`src/phy_mgmt_pkg.sv`:
```
`default_nettype none
package phy_mgmt_pkg;

    // ------------------------------------------------------------
    // register indexes (hexadecimal)
    // ------------------------------------------------------------
    localparam logic [4:0] IDX_BASIC_CONTROL   = 5'h00;
    localparam logic [4:0] IDX_BASIC_STATUS    = 5'h01;
    localparam logic [4:0] IDX_IDENTIFIER_HIGH = 5'h02;
    localparam logic [4:0] IDX_IDENTIFIER_LOW  = 5'h03;
    localparam logic [4:0] IDX_AN_ADVERTISE    = 5'h04;
    localparam logic [4:0] IDX_AN_PARTNER      = 5'h05;
    localparam logic [4:0] IDX_AN_EXPANSION    = 5'h06;
    localparam logic [4:0] IDX_MODE_CTRL       = 5'h11;
    localparam logic [4:0] IDX_SPECIAL_MODES   = 5'h12;
    localparam logic [4:0] IDX_SPECIAL_IND     = 5'h1b;
    localparam logic [4:0] IDX_IRQ_SOURCE      = 5'h1d;
    localparam logic [4:0] IDX_IRQ_MASK        = 5'h1e;
    localparam logic [4:0] IDX_SPECIAL_CTRL    = 5'h1f;

    // ------------------------------------------------------------
    // control field positions
    // ------------------------------------------------------------
    localparam int CTL_SOFT_RESET  = 15;
    localparam int CTL_LOOPBACK    = 14;
    localparam int CTL_SPEED_100   = 13;
    localparam int CTL_AN_ENABLE   = 12;
    localparam int CTL_POWER_DOWN  = 11;
    localparam int CTL_AN_RESTART  = 9;
    localparam int CTL_FULL_DUPLEX = 8;
    localparam int CTL_COL_TEST    = 7;

    // ------------------------------------------------------------
    // status field positions and fixed ability bits
    // ------------------------------------------------------------
    localparam int STS_AN_COMPLETE  = 5;
    localparam int STS_REMOTE_FAULT = 4;
    localparam int STS_LINK_UP      = 2;
    localparam int STS_JABBER       = 1;
    localparam logic [15:0] STS_FIXED_ONES = 16'h7809;

    // ------------------------------------------------------------
    // reset values and timing
    // ------------------------------------------------------------
    localparam logic [15:0] CTL_RESET_VALUE = 16'h0000;
    // arbitrary identifier value, not tied to any maker
    localparam logic [15:0] ID_HIGH_DEFAULT = 16'h1234;
    localparam int SOFT_RESET_CYCLES = 16;

    // ------------------------------------------------------------
    // access port carrier
    // ------------------------------------------------------------
    typedef struct packed {
        logic        req;
        logic        write;
        logic [4:0]  index;
        logic [15:0] wdata;
    } mgmt_req_type;

    typedef struct packed {
        logic        ack;
        logic [15:0] rdata;
    } mgmt_rsp_type;

    typedef struct packed {
        logic loopback;
        logic speed_100;
        logic full_duplex;
        logic power_down;
        logic col_test;
        logic an_enable;
        logic an_restart;
        logic soft_reset;
    } phy_mode_type;

endpackage
`default_nettype wire

```
`src/phy_mgmt_register_bank.sv`:
```
// Behaviour
// - registers are reached only by index through the access command/data port
// - indexes 0-6, 17, 18, 27, 29, 30, 31 are implemented
// - every management register is sixteen bits wide
// - control bit 15 starts a soft reset and clears itself when done
// - no field is persistent; a bit-15 soft reset reloads every control field
// - control bit 14 selects loopback, resets to zero
// - control bit 13 selects 100 Mbps, ignored while auto-negotiation enabled
// - control bit 12 enables auto-negotiation, overriding speed and duplex
// - speed and auto-negotiation enable reset from the speed strap level
// - control bit 11 selects power-down, resets to zero
// - after power-down clears, auto-negotiation completion sets status bit 5
// - control bit 9 restarts auto-negotiation and clears itself
// - control bit 8 selects full duplex, resets zero, ignored under auto-negotiation
// - control bit 7 enables the collision test, resets to zero
// - status bit 15 reads zero, bits 14 to 11 read one
// - status bits 3 and 0 read one
// - status bit 5 shows auto-negotiation complete, resets zero
// - status bit 4 is a latched-high remote fault flag
// - status bit 2 is a latched-low link flag, resets zero
// - status bit 1 is a latched-high jabber flag, resets zero
// - first identifier register returns fixed read-only OUI bits
`default_nettype none
module phy_mgmt_register_bank
    import phy_mgmt_pkg::*;
#(
    parameter logic [15:0] ID_HIGH       = ID_HIGH_DEFAULT,
    parameter int          RESET_CYCLES  = SOFT_RESET_CYCLES
)(
    input  wire logic         ref_clk,       // device clock, 25 MHz
    input  wire logic         arst_n,        // async reset, active low
    input  wire mgmt_req_type mgmt_req,      // indexed access request
    output var  mgmt_rsp_type mgmt_rsp,      // one-cycle answer
    input  wire logic         speed_strap,   // speed-default strap level
    input  wire logic         an_done,       // auto-negotiation finished
    input  wire logic         remote_fault,  // live remote fault
    input  wire logic         link_up,       // live link state
    input  wire logic         jabber,        // live jabber
    input  wire logic [15:0]  ext_rdata,     // data from other implemented indexes
    output var  logic         ext_sel,       // access targets another implemented index
    output var  phy_mode_type phy_mode,      // effective operating mode
    output var  logic         soft_reset_busy // soft reset in progress
);

    // ------------------------------------------------------------
    // decode
    // ------------------------------------------------------------
    function automatic logic is_ext_index(input logic [4:0] idx);
        return idx == IDX_IDENTIFIER_LOW || idx == IDX_AN_ADVERTISE
            || idx == IDX_AN_PARTNER || idx == IDX_AN_EXPANSION
            || idx == IDX_MODE_CTRL || idx == IDX_SPECIAL_MODES
            || idx == IDX_SPECIAL_IND || idx == IDX_IRQ_SOURCE
            || idx == IDX_IRQ_MASK || idx == IDX_SPECIAL_CTRL;
    endfunction

    logic wr_ctl;
    logic rd_sts;
    assign wr_ctl = mgmt_req.req && mgmt_req.write
                    && mgmt_req.index == IDX_BASIC_CONTROL;
    assign rd_sts = mgmt_req.req && !mgmt_req.write
                    && mgmt_req.index == IDX_BASIC_STATUS;

    // ------------------------------------------------------------
    // strap capture and soft reset sequencing
    // ------------------------------------------------------------
    // strap caught by a clocked process after release, never by the async reset
    localparam int CNT_W = $clog2(RESET_CYCLES + 1);
    logic             strap_taken;
    logic             strap_level;
    logic [CNT_W-1:0] rst_cnt;
    logic             soft_rst;
    logic             init_load;

    assign init_load = !strap_taken || (soft_rst && rst_cnt == '0);

    always_ff @(posedge ref_clk or negedge arst_n)
    begin
        if (!arst_n)
        begin
            strap_taken <= 1'b0;
            strap_level <= 1'b0;
        end
        else if (!strap_taken)
        begin
            strap_taken <= 1'b1;
            strap_level <= speed_strap;
        end
    end

    always_ff @(posedge ref_clk or negedge arst_n)
    begin
        if (!arst_n)
        begin
            soft_rst <= 1'b0;
            rst_cnt  <= '0;
        end
        else if (wr_ctl && mgmt_req.wdata[CTL_SOFT_RESET] && !soft_rst)
        begin
            soft_rst <= 1'b1;
            rst_cnt  <= CNT_W'(RESET_CYCLES - 1);
        end
        else if (soft_rst)
        begin
            if (rst_cnt == '0)
                soft_rst <= 1'b0;
            else
                rst_cnt <= rst_cnt - 1'b1;
        end
    end

    // ------------------------------------------------------------
    // control register
    // ------------------------------------------------------------
    // no field is persistent, so soft reset reloads every field; writes
    // during the reset are dropped to keep the reload clean
    logic loopback;
    logic speed_100;
    logic an_enable;
    logic power_down;
    logic an_restart;
    logic full_duplex;
    logic col_test;

    always_ff @(posedge ref_clk or negedge arst_n)
    begin
        if (!arst_n)
        begin
            loopback    <= CTL_RESET_VALUE[CTL_LOOPBACK];
            speed_100   <= CTL_RESET_VALUE[CTL_SPEED_100];
            an_enable   <= CTL_RESET_VALUE[CTL_AN_ENABLE];
            power_down  <= CTL_RESET_VALUE[CTL_POWER_DOWN];
            full_duplex <= CTL_RESET_VALUE[CTL_FULL_DUPLEX];
            col_test    <= CTL_RESET_VALUE[CTL_COL_TEST];
        end
        else if (init_load)
        begin
            loopback    <= CTL_RESET_VALUE[CTL_LOOPBACK];
            speed_100   <= strap_taken ? strap_level : speed_strap;
            an_enable   <= strap_taken ? strap_level : speed_strap;
            power_down  <= CTL_RESET_VALUE[CTL_POWER_DOWN];
            full_duplex <= CTL_RESET_VALUE[CTL_FULL_DUPLEX];
            col_test    <= CTL_RESET_VALUE[CTL_COL_TEST];
        end
        else if (wr_ctl && !soft_rst)
        begin
            loopback    <= mgmt_req.wdata[CTL_LOOPBACK];
            speed_100   <= mgmt_req.wdata[CTL_SPEED_100];
            an_enable   <= mgmt_req.wdata[CTL_AN_ENABLE];
            power_down  <= mgmt_req.wdata[CTL_POWER_DOWN];
            full_duplex <= mgmt_req.wdata[CTL_FULL_DUPLEX];
            col_test    <= mgmt_req.wdata[CTL_COL_TEST];
        end
    end

    // restart is a one-cycle pulse into the negotiation logic
    always_ff @(posedge ref_clk or negedge arst_n)
    begin
        if (!arst_n)
            an_restart <= 1'b0;
        else if (soft_rst)
            an_restart <= 1'b0;
        else if (wr_ctl && mgmt_req.wdata[CTL_AN_RESTART])
            an_restart <= 1'b1;
        else
            an_restart <= 1'b0;
    end

    // ------------------------------------------------------------
    // status flags
    // ------------------------------------------------------------
    logic an_complete;
    logic rf_latch;
    logic link_latch;
    logic jab_latch;

    always_ff @(posedge ref_clk or negedge arst_n)
    begin
        if (!arst_n)
            an_complete <= 1'b0;
        else if (soft_rst || power_down || an_restart)
            an_complete <= 1'b0;
        else
            an_complete <= an_done;
    end

    // event in the read cycle wins over the read clear, so none is lost
    always_ff @(posedge ref_clk or negedge arst_n)
    begin
        if (!arst_n)
            rf_latch <= 1'b0;
        else if (soft_rst)
            rf_latch <= 1'b0;
        else
            rf_latch <= remote_fault || (rf_latch && !rd_sts);
    end

    always_ff @(posedge ref_clk or negedge arst_n)
    begin
        if (!arst_n)
            jab_latch <= 1'b0;
        else if (soft_rst)
            jab_latch <= 1'b0;
        else
            jab_latch <= jabber || (jab_latch && !rd_sts);
    end

    // a link drop in the read cycle wins, so a short outage still shows
    always_ff @(posedge ref_clk or negedge arst_n)
    begin
        if (!arst_n)
            link_latch <= 1'b0;
        else if (soft_rst)
            link_latch <= 1'b0;
        else
            link_latch <= link_up && (link_latch || rd_sts);
    end

    // ------------------------------------------------------------
    // read mux and outputs
    // ------------------------------------------------------------
    logic [15:0] ctl_value;
    logic [15:0] sts_value;
    logic [15:0] next_rdata;

    always_comb
    begin
        ctl_value = '0;
        ctl_value[CTL_SOFT_RESET]  = soft_rst;
        ctl_value[CTL_LOOPBACK]    = loopback;
        ctl_value[CTL_SPEED_100]   = speed_100;
        ctl_value[CTL_AN_ENABLE]   = an_enable;
        ctl_value[CTL_POWER_DOWN]  = power_down;
        ctl_value[CTL_AN_RESTART]  = an_restart;
        ctl_value[CTL_FULL_DUPLEX] = full_duplex;
        ctl_value[CTL_COL_TEST]    = col_test;
        sts_value = STS_FIXED_ONES;
        sts_value[STS_AN_COMPLETE]  = an_complete;
        sts_value[STS_REMOTE_FAULT] = rf_latch;
        sts_value[STS_LINK_UP]      = link_latch;
        sts_value[STS_JABBER]       = jab_latch;
        if (mgmt_req.index == IDX_BASIC_CONTROL)
            next_rdata = ctl_value;
        else if (mgmt_req.index == IDX_BASIC_STATUS)
            next_rdata = sts_value;
        else if (mgmt_req.index == IDX_IDENTIFIER_HIGH)
            next_rdata = ID_HIGH;
        else if (is_ext_index(mgmt_req.index))
            next_rdata = ext_rdata;
        else
            next_rdata = 16'h0000;
    end

    always_ff @(posedge ref_clk or negedge arst_n)
    begin
        if (!arst_n)
            mgmt_rsp <= '0;
        else
        begin
            mgmt_rsp.ack   <= mgmt_req.req;
            mgmt_rsp.rdata <= (mgmt_req.req && !mgmt_req.write) ? next_rdata : 16'h0000;
        end
    end

    always_ff @(posedge ref_clk or negedge arst_n)
    begin
        if (!arst_n)
            ext_sel <= 1'b0;
        else
            ext_sel <= mgmt_req.req && is_ext_index(mgmt_req.index);
    end

    // auto-negotiation overrides manual speed and duplex
    always_ff @(posedge ref_clk or negedge arst_n)
    begin
        if (!arst_n)
            phy_mode <= '0;
        else
        begin
            phy_mode.loopback    <= loopback;
            phy_mode.speed_100   <= an_enable ? 1'b0 : speed_100;
            phy_mode.full_duplex <= an_enable ? 1'b0 : full_duplex;
            phy_mode.power_down  <= power_down;
            phy_mode.col_test    <= col_test;
            phy_mode.an_enable   <= an_enable;
            phy_mode.an_restart  <= an_restart;
            phy_mode.soft_reset  <= soft_rst;
        end
    end

    // one cycle behind soft_rst; the reset bit itself reads ahead of it
    always_ff @(posedge ref_clk or negedge arst_n)
    begin
        if (!arst_n)
            soft_reset_busy <= 1'b0;
        else
            soft_reset_busy <= soft_rst;
    end

endmodule
`default_nettype wire

```
`config.mk`:
```
export PLATFORM = sky130hd
export DESIGN_NAME = phy_mgmt_register_bank
export DESIGN_NICKNAME = d
export VERILOG_FILES = /design/src/phy_mgmt_pkg.sv /design/src/phy_mgmt_register_bank.sv
export SDC_FILE = /design/constraint.sdc
export NUM_CORES = 1
export LEC_CHECK = 0
export ABC_AREA = 1
export BUFFER_PORTS_ARGS = -buffer_cell sky130_fd_sc_hd__buf_2
export CAP_MARGIN = 30
export CORE_ASPECT_RATIO = 2
export CORE_MARGIN = 3
export CORE_UTILIZATION = 30
export CTS_BUF_LIST = sky130_fd_sc_hd__clkbuf_2 sky130_fd_sc_hd__clkbuf_4 sky130_fd_sc_hd__clkbuf_8
export DETAILED_ROUTE_END_ITERATION = 8
export PLACE_DENSITY = 0.58
export REMOVE_ABC_BUFFERS = 1
export SLEW_MARGIN = 20
export SYNTH_ARGS = -nofsm -noshare
export SYNTH_HDL_FRONTEND = slang
export SYNTH_SLANG_ARGS = --single-unit
export TNS_END_PERCENT = 20
```
`constraint.sdc`:
```
create_clock -name ref_clk -period 1.6 [get_ports ref_clk]
set_input_delay 0.32 -clock ref_clk [delete_from_list [all_inputs] [get_ports ref_clk]]
set_output_delay 0.32 -clock ref_clk [all_outputs]
set_load 0.03 [all_outputs]
```
==> results.cfg, run 1 <==
[final_layout]
antenna_cells = 0
drive_above_1_share_pct = 32.4
instances_no_fill = 373
syn2layout_area_growth_pct = 28.6
layout_common_cells = buf_2, nand2_1, dfrtp_1, inv_1, nand3_1
final_core_util_pct = 39.9
nNetsFinal = 335
finalInstanceArea_um2 = 2510
final_common_cell = buf_2

[power]
pwr-share-comb_pct = 21.0
p_total_mw = 2.63
switching_share_pct = 30.8
clkPwrFrac_pct = 27.7
p_leak_nw = 1.42
p_int_mw = 1.82
pwr-share-seq_pct = 51.3
ir_drop_mv = 0.453
power_density_nw_per_um2 = 1050
p_switching_uw = 810

[global_routing]
grt_pass1_wl_um = 7420
grtUsageTotal_pct = 12.7
overflow = 0
grt_start_max_net_pins = 23
antenna_found_initial = 0
grt_pass1_vias = 1624

[yosys]
synth.area.top_cells = dfrtp_1, nand2_1, nand3_1, inv_1, o21ai_0
yosysTopAreaCell = dfrtp_1
ys_seq_area_share_pct = 57.6
synth_flop_cell = dfrtp_1
ys_seq_elements = 45
async_reset_ff_share_pct = 100
yosysWarnings = 0
syn_inst = 212
synth_cell_type_count = 25
yosysTopAreaCellShare_pct = 57.6
syn_area_um2 = 1960
synth.avg_cell_area_um2 = 9.22
synth_edf_count = 0

[drt]
ant_nets = 0
vias = 1598
viasPerCell = 4.28
drtPass1Iterations = 4
drc_errors = 0
drt-total-wl_um = 4520
drt_first_iter_violations = 31
wire_per_inst_um = 12.1

[die]
core_area_um2 = 6310
dieHeight_um = 120
dieArea_um2 = 7580
die_width_um = 63.1
rows = 41
ios = 73
initial_core_util_pct = 31.0

[clocking]
cts_made_buffers = 5
insertion_delay_ps = 300
cts.clk_slew.worst_paths_ps = 80
htreeDepth = 2
cts_tree = yes
post_cts_buffers = 0
numClockSinks = 45
clockBufferDepth = 2
cts_root_buffer = clkbuf_8

[timing]
fin_tns_setup_ps = 0
fmax_mhz = 689
fin_worst_skew_ps = 5.94
worst_slew_pin_slew_ps = 521
rsz0062_at_grt = yes
setup_violations = 0
relSlewSlack_pct = 65.3
finalWorstSetupSlack_ps = 149
fin_crit_sh_pct = 90.7
hold_viol = 0
maxSlewViolCount = 0
whs_ps = 188
period_minus_slack_ps = 1450

[critical_path]
reg2regPathDepth = 7
crit_start = rst_cnt[0]
required_ps = 1790
r2r_end = speed_100
cp_slowest_cell = dfrtp_1
critPathMaxFanout = 6
cp.depth = 7
crit_top_cell = nand3_1
r2r_start = rst_cnt[0]
endpoint = speed_100
crit_family = flip-flops
critPathMaxStageDelay_ps = 410
criticalPathCategory = flip-flop to flip-flop
critPathBufInv = 2
arrival_ps = 1640
start_kind = flip-flop
crit_chain = inv_1, ha_1, nand3_1, o21ai_4, inv_2, nand3_1, nand3_1
end_kind = flip-flop
rrSetupSlack_ps = 150

[placement]
place_area_um2 = 2410
portBuffers = 64
gp_congestion = 0.734
place_ws_ps = 22.3
post-place-cells = 365
dp_hpwl_um = 3690

[flow_run]
maxCapViolCount = 0

[min_path]
min_path_type = primary input to flip-flop

[status]
status = finished, final reports clean
registers in the layout, indices dropped and copies added, names as in the netlist:
name	flops
an_complete	1
an_enable	1
an_restart	1
col_test	1
ext_sel	1
full_duplex	1
jab_latch	1
link_latch	1
loopback	1
mgmt_rsp	17
phy_mode	7
power_down	1
rf_latch	1
rst_cnt	5
soft_reset_busy	1
soft_rst	1
speed_100	1
strap_level	1
strap_taken	1
what timing repair did:
item | CTS | global route
gates resized for setup | 0 | 1
hold buffers | 1 | 0
setup endpoints to repair | 0 | 2
endpoints found under the hold margin | 20 | 0
kinds of logic (layout without fill, tap and decap cells):
| kind of cell | count (synthesis) | in the layout | share of synthesized area (%) |
|---|---|---|---|
| xor gates and xnor gates | 1 | 1 | 0.448 |
| other | 1 | 1 | 0.192 |
| buffers and inverters | 28 | 103 | 6.08 |
| muxes | 1 | 1 | 0.576 |
| and+or+nand+nor | 106 | 106 | 26.1 |
| adders and majority gates | 2 | 2 | 1.28 |
| AOI/OAI and AO/OA | 28 | 28 | 7.74 |
| DFF | 45 | 45 | 57.6 |
cell usage after synthesis (2+ instances only):
cell type and number:
o21ai_0 14, nor3_1 2, inv_2 4, dfrtp_1 45, inv_1 21, nor2_2 2
ha_1 2, nor2_8 3, nand2_1 61, nand3_1 17, nor2_1 15, a21oi_1 13
layout make-up:
cell class / instances / area, µm²
Fill cell: 671 / 3790
Inverter: 26 / 100
Multi-Input combinational cell: 139 / 711
Timing Repair Buffer: 70 / 380
Tap cell: 86 / 108
Sequential cell: 45 / 1130
Clock buffer: 7 / 90.1
how the worst min path moves through the flow:
stage,startpoint,to,cells after the start
2_1_floorplan,arst_n,an_complete,0
3_3_place_gp,arst_n,mgmt_rsp[10],1
3_5_place_dp,arst_n,mgmt_rsp[7],1
4_1_cts,mgmt_req[22],mgmt_rsp[16],1
5_1_grt,mgmt_req[22],mgmt_rsp[16],1
6_report,mgmt_req[22],mgmt_rsp[16],1
routing by layer:
| layer | share of wire (%) | global-route usage, % | up-vias |
|---|---|---|---|
| met3 | 5.6 | 3.16 | 7 |
| met4 | 3.6 | 7.61 | 0 |
| met5 | 0 | 0 | - |
| met2 | 56 | 23.6 | 41 |
| met1 | 34 | 12.1 | 733 |
| li1 | - | - | 817 |
worst reg2reg max path: stages, from the launching register on:
cell and delay [ps]:
dfrtp_1 410, inv_1 100, ha_1 150, nand3_1 150
o21ai_4 270, inv_2 110, nand3_1 90, nand3_1 70
power by group through the flow:
stage,clock [mW],combinational (mW),sequential [mW]
finish,0.730,0.552,1.35
global route,0.794,0.635,1.37
CTS,0.755,0.563,1.35
detailed placement,0,0.559,1.37
global placement,0,0.546,1.37
floorplan,0,0.288,1.43
Power figures use the tool's default switching activity.
==> run 2, diff against run 1 <==
--- a/config.mk
+++ b/config.mk
@@ -8,12 +8,14 @@
 export ABC_AREA = 1
 export BUFFER_PORTS_ARGS = -buffer_cell sky130_fd_sc_hd__buf_2
 export CAP_MARGIN = 30
+export CELL_PAD_IN_SITES_DETAIL_PLACEMENT = 1
+export CELL_PAD_IN_SITES_GLOBAL_PLACEMENT = 1
 export CORE_ASPECT_RATIO = 2
 export CORE_MARGIN = 3
 export CORE_UTILIZATION = 30
 export CTS_BUF_LIST = sky130_fd_sc_hd__clkbuf_2 sky130_fd_sc_hd__clkbuf_4 sky130_fd_sc_hd__clkbuf_8
 export DETAILED_ROUTE_END_ITERATION = 8
-export PLACE_DENSITY = 0.58
+export PLACE_DENSITY = 0.73
 export REMOVE_ABC_BUFFERS = 1
 export SLEW_MARGIN = 20
 export SYNTH_ARGS = -nofsm -noshare
==> results.cfg, run 2 (same netlist as run 1, synthesis figures left out) <==
[status]
status = finished, final reports clean

[clocking]
insertion_delay_ps = 310
cts_made_buffers = 5
cts_root_buffer = clkbuf_8
htreeDepth = 2
cts.clk_slew.worst_paths_ps = 90
cts_tree = yes
numClockSinks = 45
clockBufferDepth = 2

[critical_path]
critPathMaxFanout = 6
start_kind = flip-flop
criticalPathCategory = flip-flop to flip-flop
rrSetupSlack_ps = 120
r2r_start = rst_cnt[0]
end_kind = flip-flop
crit_start = rst_cnt[0]
r2r_end = an_enable
endpoint = an_enable
required_ps = 1790
reg2regPathDepth = 8
arrival_ps = 1670

[timing]
rsz0062_at_grt = no
fin_crit_sh_pct = 92.6
maxSlewViolCount = 0
fin_worst_skew_ps = 6.68
setup_violations = 0
period_minus_slack_ps = 1480
fmax_mhz = 675
finalWorstSetupSlack_ps = 119
fin_tns_setup_ps = 0
hold_viol = 0

[placement]
portBuffers = 64
place_ws_ps = 33.3
gp_congestion = 0.748
dp_hpwl_um = 4110

[die]
die_width_um = 63.1
core_area_um2 = 6310
rows = 41
ios = 73
dieHeight_um = 120
initial_core_util_pct = 31.0
dieArea_um2 = 7580

[drt]
drt-total-wl_um = 5080
drtPass1Iterations = 3
wire_per_inst_um = 13.5
drt_first_iter_violations = 36
drc_errors = 0
vias = 1661
viasPerCell = 4.43
ant_nets = 0

[min_path]
min_path_type = primary input to flip-flop

[global_routing]
overflow = 0
grtUsageTotal_pct = 14.3
grt_pass1_wl_um = 8380
grt_pass1_vias = 1819
antenna_found_initial = 0
grt_start_max_net_pins = 21

[power]
p_leak_nw = 1.44
power_density_nw_per_um2 = 1110
ir_drop_mv = 0.549
p_total_mw = 2.85

[final_layout]
seq_area_um2 = 1130
largest_reg_flops = 17
antenna_cells = 0
nFillCells = 787
multiInputGateArea_um2 = 716
syn2layout_area_growth_pct = 31.4
layout_common_cells = buf_2, nand2_1, dfrtp_1, inv_1, nand3_1
drive_above_1_share_pct = 33.2
nNetsFinal = 336
final_common_cell = buf_2
regMostFlops = mgmt_rsp
largestRegisters = mgmt_rsp x17, phy_mode x7, rst_cnt x5

[flow_run]
maxCapViolCount = 0
==> run 2: changes by cell type in the layout (fill, tap and decap cells not counted) <==
cell        change
clkinvlp_4      +1
nand3_2         +1
clkbuf_4        -1
bufinv_16       +1
nand3_1         -1
buf_12          +1
==> run 2: what timing repair did <==
action,CTS,global route
hold endpoints to repair,18,0
buffers inserted,0,1
hold buffers,1,0
gates resized for setup,0,2
endpoints found under the setup margin,0,6
==> run 2: how the worst min path moves through the flow <==
stage	start	endpoint	slack [ps]	cells after the start
after global placement	arst_n	mgmt_rsp[10]	290	1
final	mgmt_req[22]	mgmt_rsp[16]	170	1
after detailed placement	arst_n	mgmt_rsp[10]	300	1
after global routing	mgmt_req[22]	mgmt_rsp[16]	160	1
after floorplan	arst_n	an_complete	20	0
after CTS	mgmt_req[22]	mgmt_rsp[16]	160	1
==> run 2: power by group <==
group | leakage [nW] | switching, mW | total, mW | internal (mW)
combinational | 0.792 | 0.379 | 0.589 | 0.209
sequential | 0.592 | 0.0902 | 1.36 | 1.27
clock | 0.0574 | 0.395 | 0.903 | 0.508
total | 1.44 | 0.865 | 2.85 | 1.98
==> run 2: worst max-delay path: stages (launching register included) <==
cell and delay, ps:
dfrtp_1 410, inv_1 120, ha_1 180, nand3_2 130, o21ai_4 230, buf_12 140, nor2_8 40, nand2_1 50
nand3_1 60
==> run 2: cell type report <==
cell class | instances | share of cell area, %
sequential | 45 | 43.8
multi-input combinational | 139 | 27.8
timing repair buffer | 71 | 15.6
tap | 86 | 4.19
inverter | 26 | 3.89
clock buffer | 6 | 3.21
clock inverter | 2 | 1.46
==> run 2: per-layer routing <==
metal  global-route usage [%]  wire, µm  share of wire [%]  up-vias
met5                        0         0                  0        -
met4                     8.16       161                3.2        0
met3                     2.32       187                3.7       11
met2                     28.7      3030                 60       42
met1                     12.9      1700                 33      790
li1                         -         -                  -      818
==> run 2: stage by stage <==
stage / hold slack (ps) / util, % / instance area (µm²) / std cells
2_1_floorplan: 24.4 / - / 1940 / 210
3_3_place_gp: 295 / 38.3 / 2410 / 365
3_5_place_dp: 299 / 38.3 / 2410 / 365
4_1_cts: 164 / 40.3 / 2540 / 374
5_1_grt: 160 / 40.7 / 2570 / 375
6_report: 169 / 40.7 / 2570 / 375
==> run 3, diff against run 2 <==
--- a/config.mk
+++ b/config.mk
@@ -12,10 +12,10 @@
 export CELL_PAD_IN_SITES_GLOBAL_PLACEMENT = 1
 export CORE_ASPECT_RATIO = 2
 export CORE_MARGIN = 3
-export CORE_UTILIZATION = 30
+export CORE_UTILIZATION = 37
 export CTS_BUF_LIST = sky130_fd_sc_hd__clkbuf_2 sky130_fd_sc_hd__clkbuf_4 sky130_fd_sc_hd__clkbuf_8
 export DETAILED_ROUTE_END_ITERATION = 8
-export PLACE_DENSITY = 0.73
+export PLACE_DENSITY = 0.87
 export REMOVE_ABC_BUFFERS = 1
 export SLEW_MARGIN = 20
 export SYNTH_ARGS = -nofsm -noshare
==> results.cfg, run 3 (same netlist as run 1, synthesis figures left out) <==
[timing]
fin_worst_skew_ps = 4.01
setup_violations = 0
hold_viol = 0
fmax_mhz = 675
whs_ps = 175
period_minus_slack_ps = 1480
fin_crit_sh_pct = 92.5
maxSlewViolCount = 0
fin_tns_setup_ps = 0

[placement]
portBuffers = 64
dp_hpwl_um = 4180
gp_congestion = 0.839
post-place-cells = 335

[final_layout]
final_common_cell = buf_2
antenna_cells = 0
largestRegisters = mgmt_rsp x17, phy_mode x7, rst_cnt x5
instances_no_fill = 345
regMostFlops = mgmt_rsp
largest_reg_flops = 17
nFillCells = 627
syn2layout_area_growth_pct = 28.0
seq_area_um2 = 1130
layout_common_cells = buf_2, nand2_1, dfrtp_1, inv_1, nand3_1
drive_above_1_share_pct = 33.0
multiInputGateArea_um2 = 716
nNetsFinal = 335

[critical_path]
r2r_start = rst_cnt[0]
start_kind = flip-flop
required_ps = 1790
end_kind = flip-flop
critPathBufInv = 2
arrival_ps = 1680
critPathMaxStageDelay_ps = 410
rrSetupSlack_ps = 120
reg2regPathDepth = 8
cp.depth = 8
r2r_end = loopback
criticalPathCategory = flip-flop to flip-flop
critPathMaxFanout = 6
crit_top_cell = nand2_1
cp_slowest_cell = dfrtp_1
crit_start = rst_cnt[0]
crit_family = flip-flops
crit_chain = inv_1, ha_1, nand3_2, o21ai_4, buf_12, nor2_8, nand2_1, nand2_1

[clocking]
cts_made_buffers = 5
numClockSinks = 45
cts_tree = yes
clockBufferDepth = 2
insertion_delay_ps = 300
cts.clk_slew.worst_paths_ps = 80
htreeDepth = 2
cts_root_buffer = clkbuf_8

[die]
core_area_um2 = 5000
rows = 36
dieArea_um2 = 6250
dieHeight_um = 109
initial_core_util_pct = 39.1
die_width_um = 57.4
ios = 73

[global_routing]
grtUsageTotal_pct = 17.7
antenna_found_initial = 0
grt_start_max_net_pins = 46
overflow = 0
grt_pass1_vias = 1840
grt_pass1_wl_um = 8200

[power]
p_leak_nw = 1.43
ir_drop_mv = 0.850
p_total_mw = 2.70
power_density_nw_per_um2 = 1080

[drt]
drc_errors = 0
drtPass1Iterations = 4
drt_first_iter_violations = 26
viasPerCell = 4.87
wire_per_inst_um = 15.0
vias = 1681
drt-total-wl_um = 5170
ant_nets = 0

[flow_run]
maxCapViolCount = 0

[min_path]
min_path_type = primary input to flip-flop
whs_path_depth = 1
min-delay-start = mgmt_req[22]
holdPathEnd = mgmt_rsp[16]

[status]
status = finished, final reports clean
## run 3: how the worst max path moves through the flow
| stage | to |
|---|---|
| floorplan | rst_cnt[3] |
| global placement | mgmt_rsp[0] |
| detailed placement | mgmt_rsp[0] |
| CTS | speed_100 |
| global route | rst_cnt[3] |
| finish | loopback |
## run 3: power breakdown
group	leakage, nW	switching, mW	internal, mW
sequential	0.592	0.0894	1.27
combinational	0.788	0.396	0.211
clock	0.0512	0.389	0.350
## run 3: through the flow
step           worst slack, ps  instance area (µm²)  util [%]
2_1_floorplan              289                 1940         -
3_3_place_gp              84.4                 2370      47.4
3_5_place_dp             -67.2                 2370      47.4
4_1_cts                   46.1                 2480      49.5
5_1_grt                  -2.91                 2500      50.1
6_report                   119                 2500      50.1
## run 3: worst register-to-register path: stages, from the launching register on
cell     delay (ps)
dfrtp_1         410
inv_1           130
ha_1            190
nand3_2         130
o21ai_4         220
buf_12          130
nor2_8           40
nand2_1          60
nand2_1          60
## run 3: per-layer routing
layer / vias to the layer above / routed length (µm) / global-route usage [%]
li1: 813 / - / -
met1: 803 / 1560 / 15.0
met2: 50 / 3150 / 34.5
met3: 15 / 255 / 4.62
met4: 0 / 201 / 10.3
met5: - / 0 / 0
## run 3: final cells by class
| type | count | share of cell area, % |
|---|---|---|
| inverters | 26 | 4.00 |
| clock buffers | 6 | 3.30 |
| flip-flops and latches | 45 | 45.0 |
| multi-input cells | 139 | 28.6 |
| well taps | 57 | 2.85 |
| repair buffers | 70 | 15.7 |
| clock inverters | 2 | 0.550 |
## run 3: timing repair
action,CTS,global route
pin swaps,0,1
setup endpoints to repair,1,7
endpoints found under the hold margin,45,0
resized for setup,1,1
hold buffers,1,0
buffers inserted,0,1
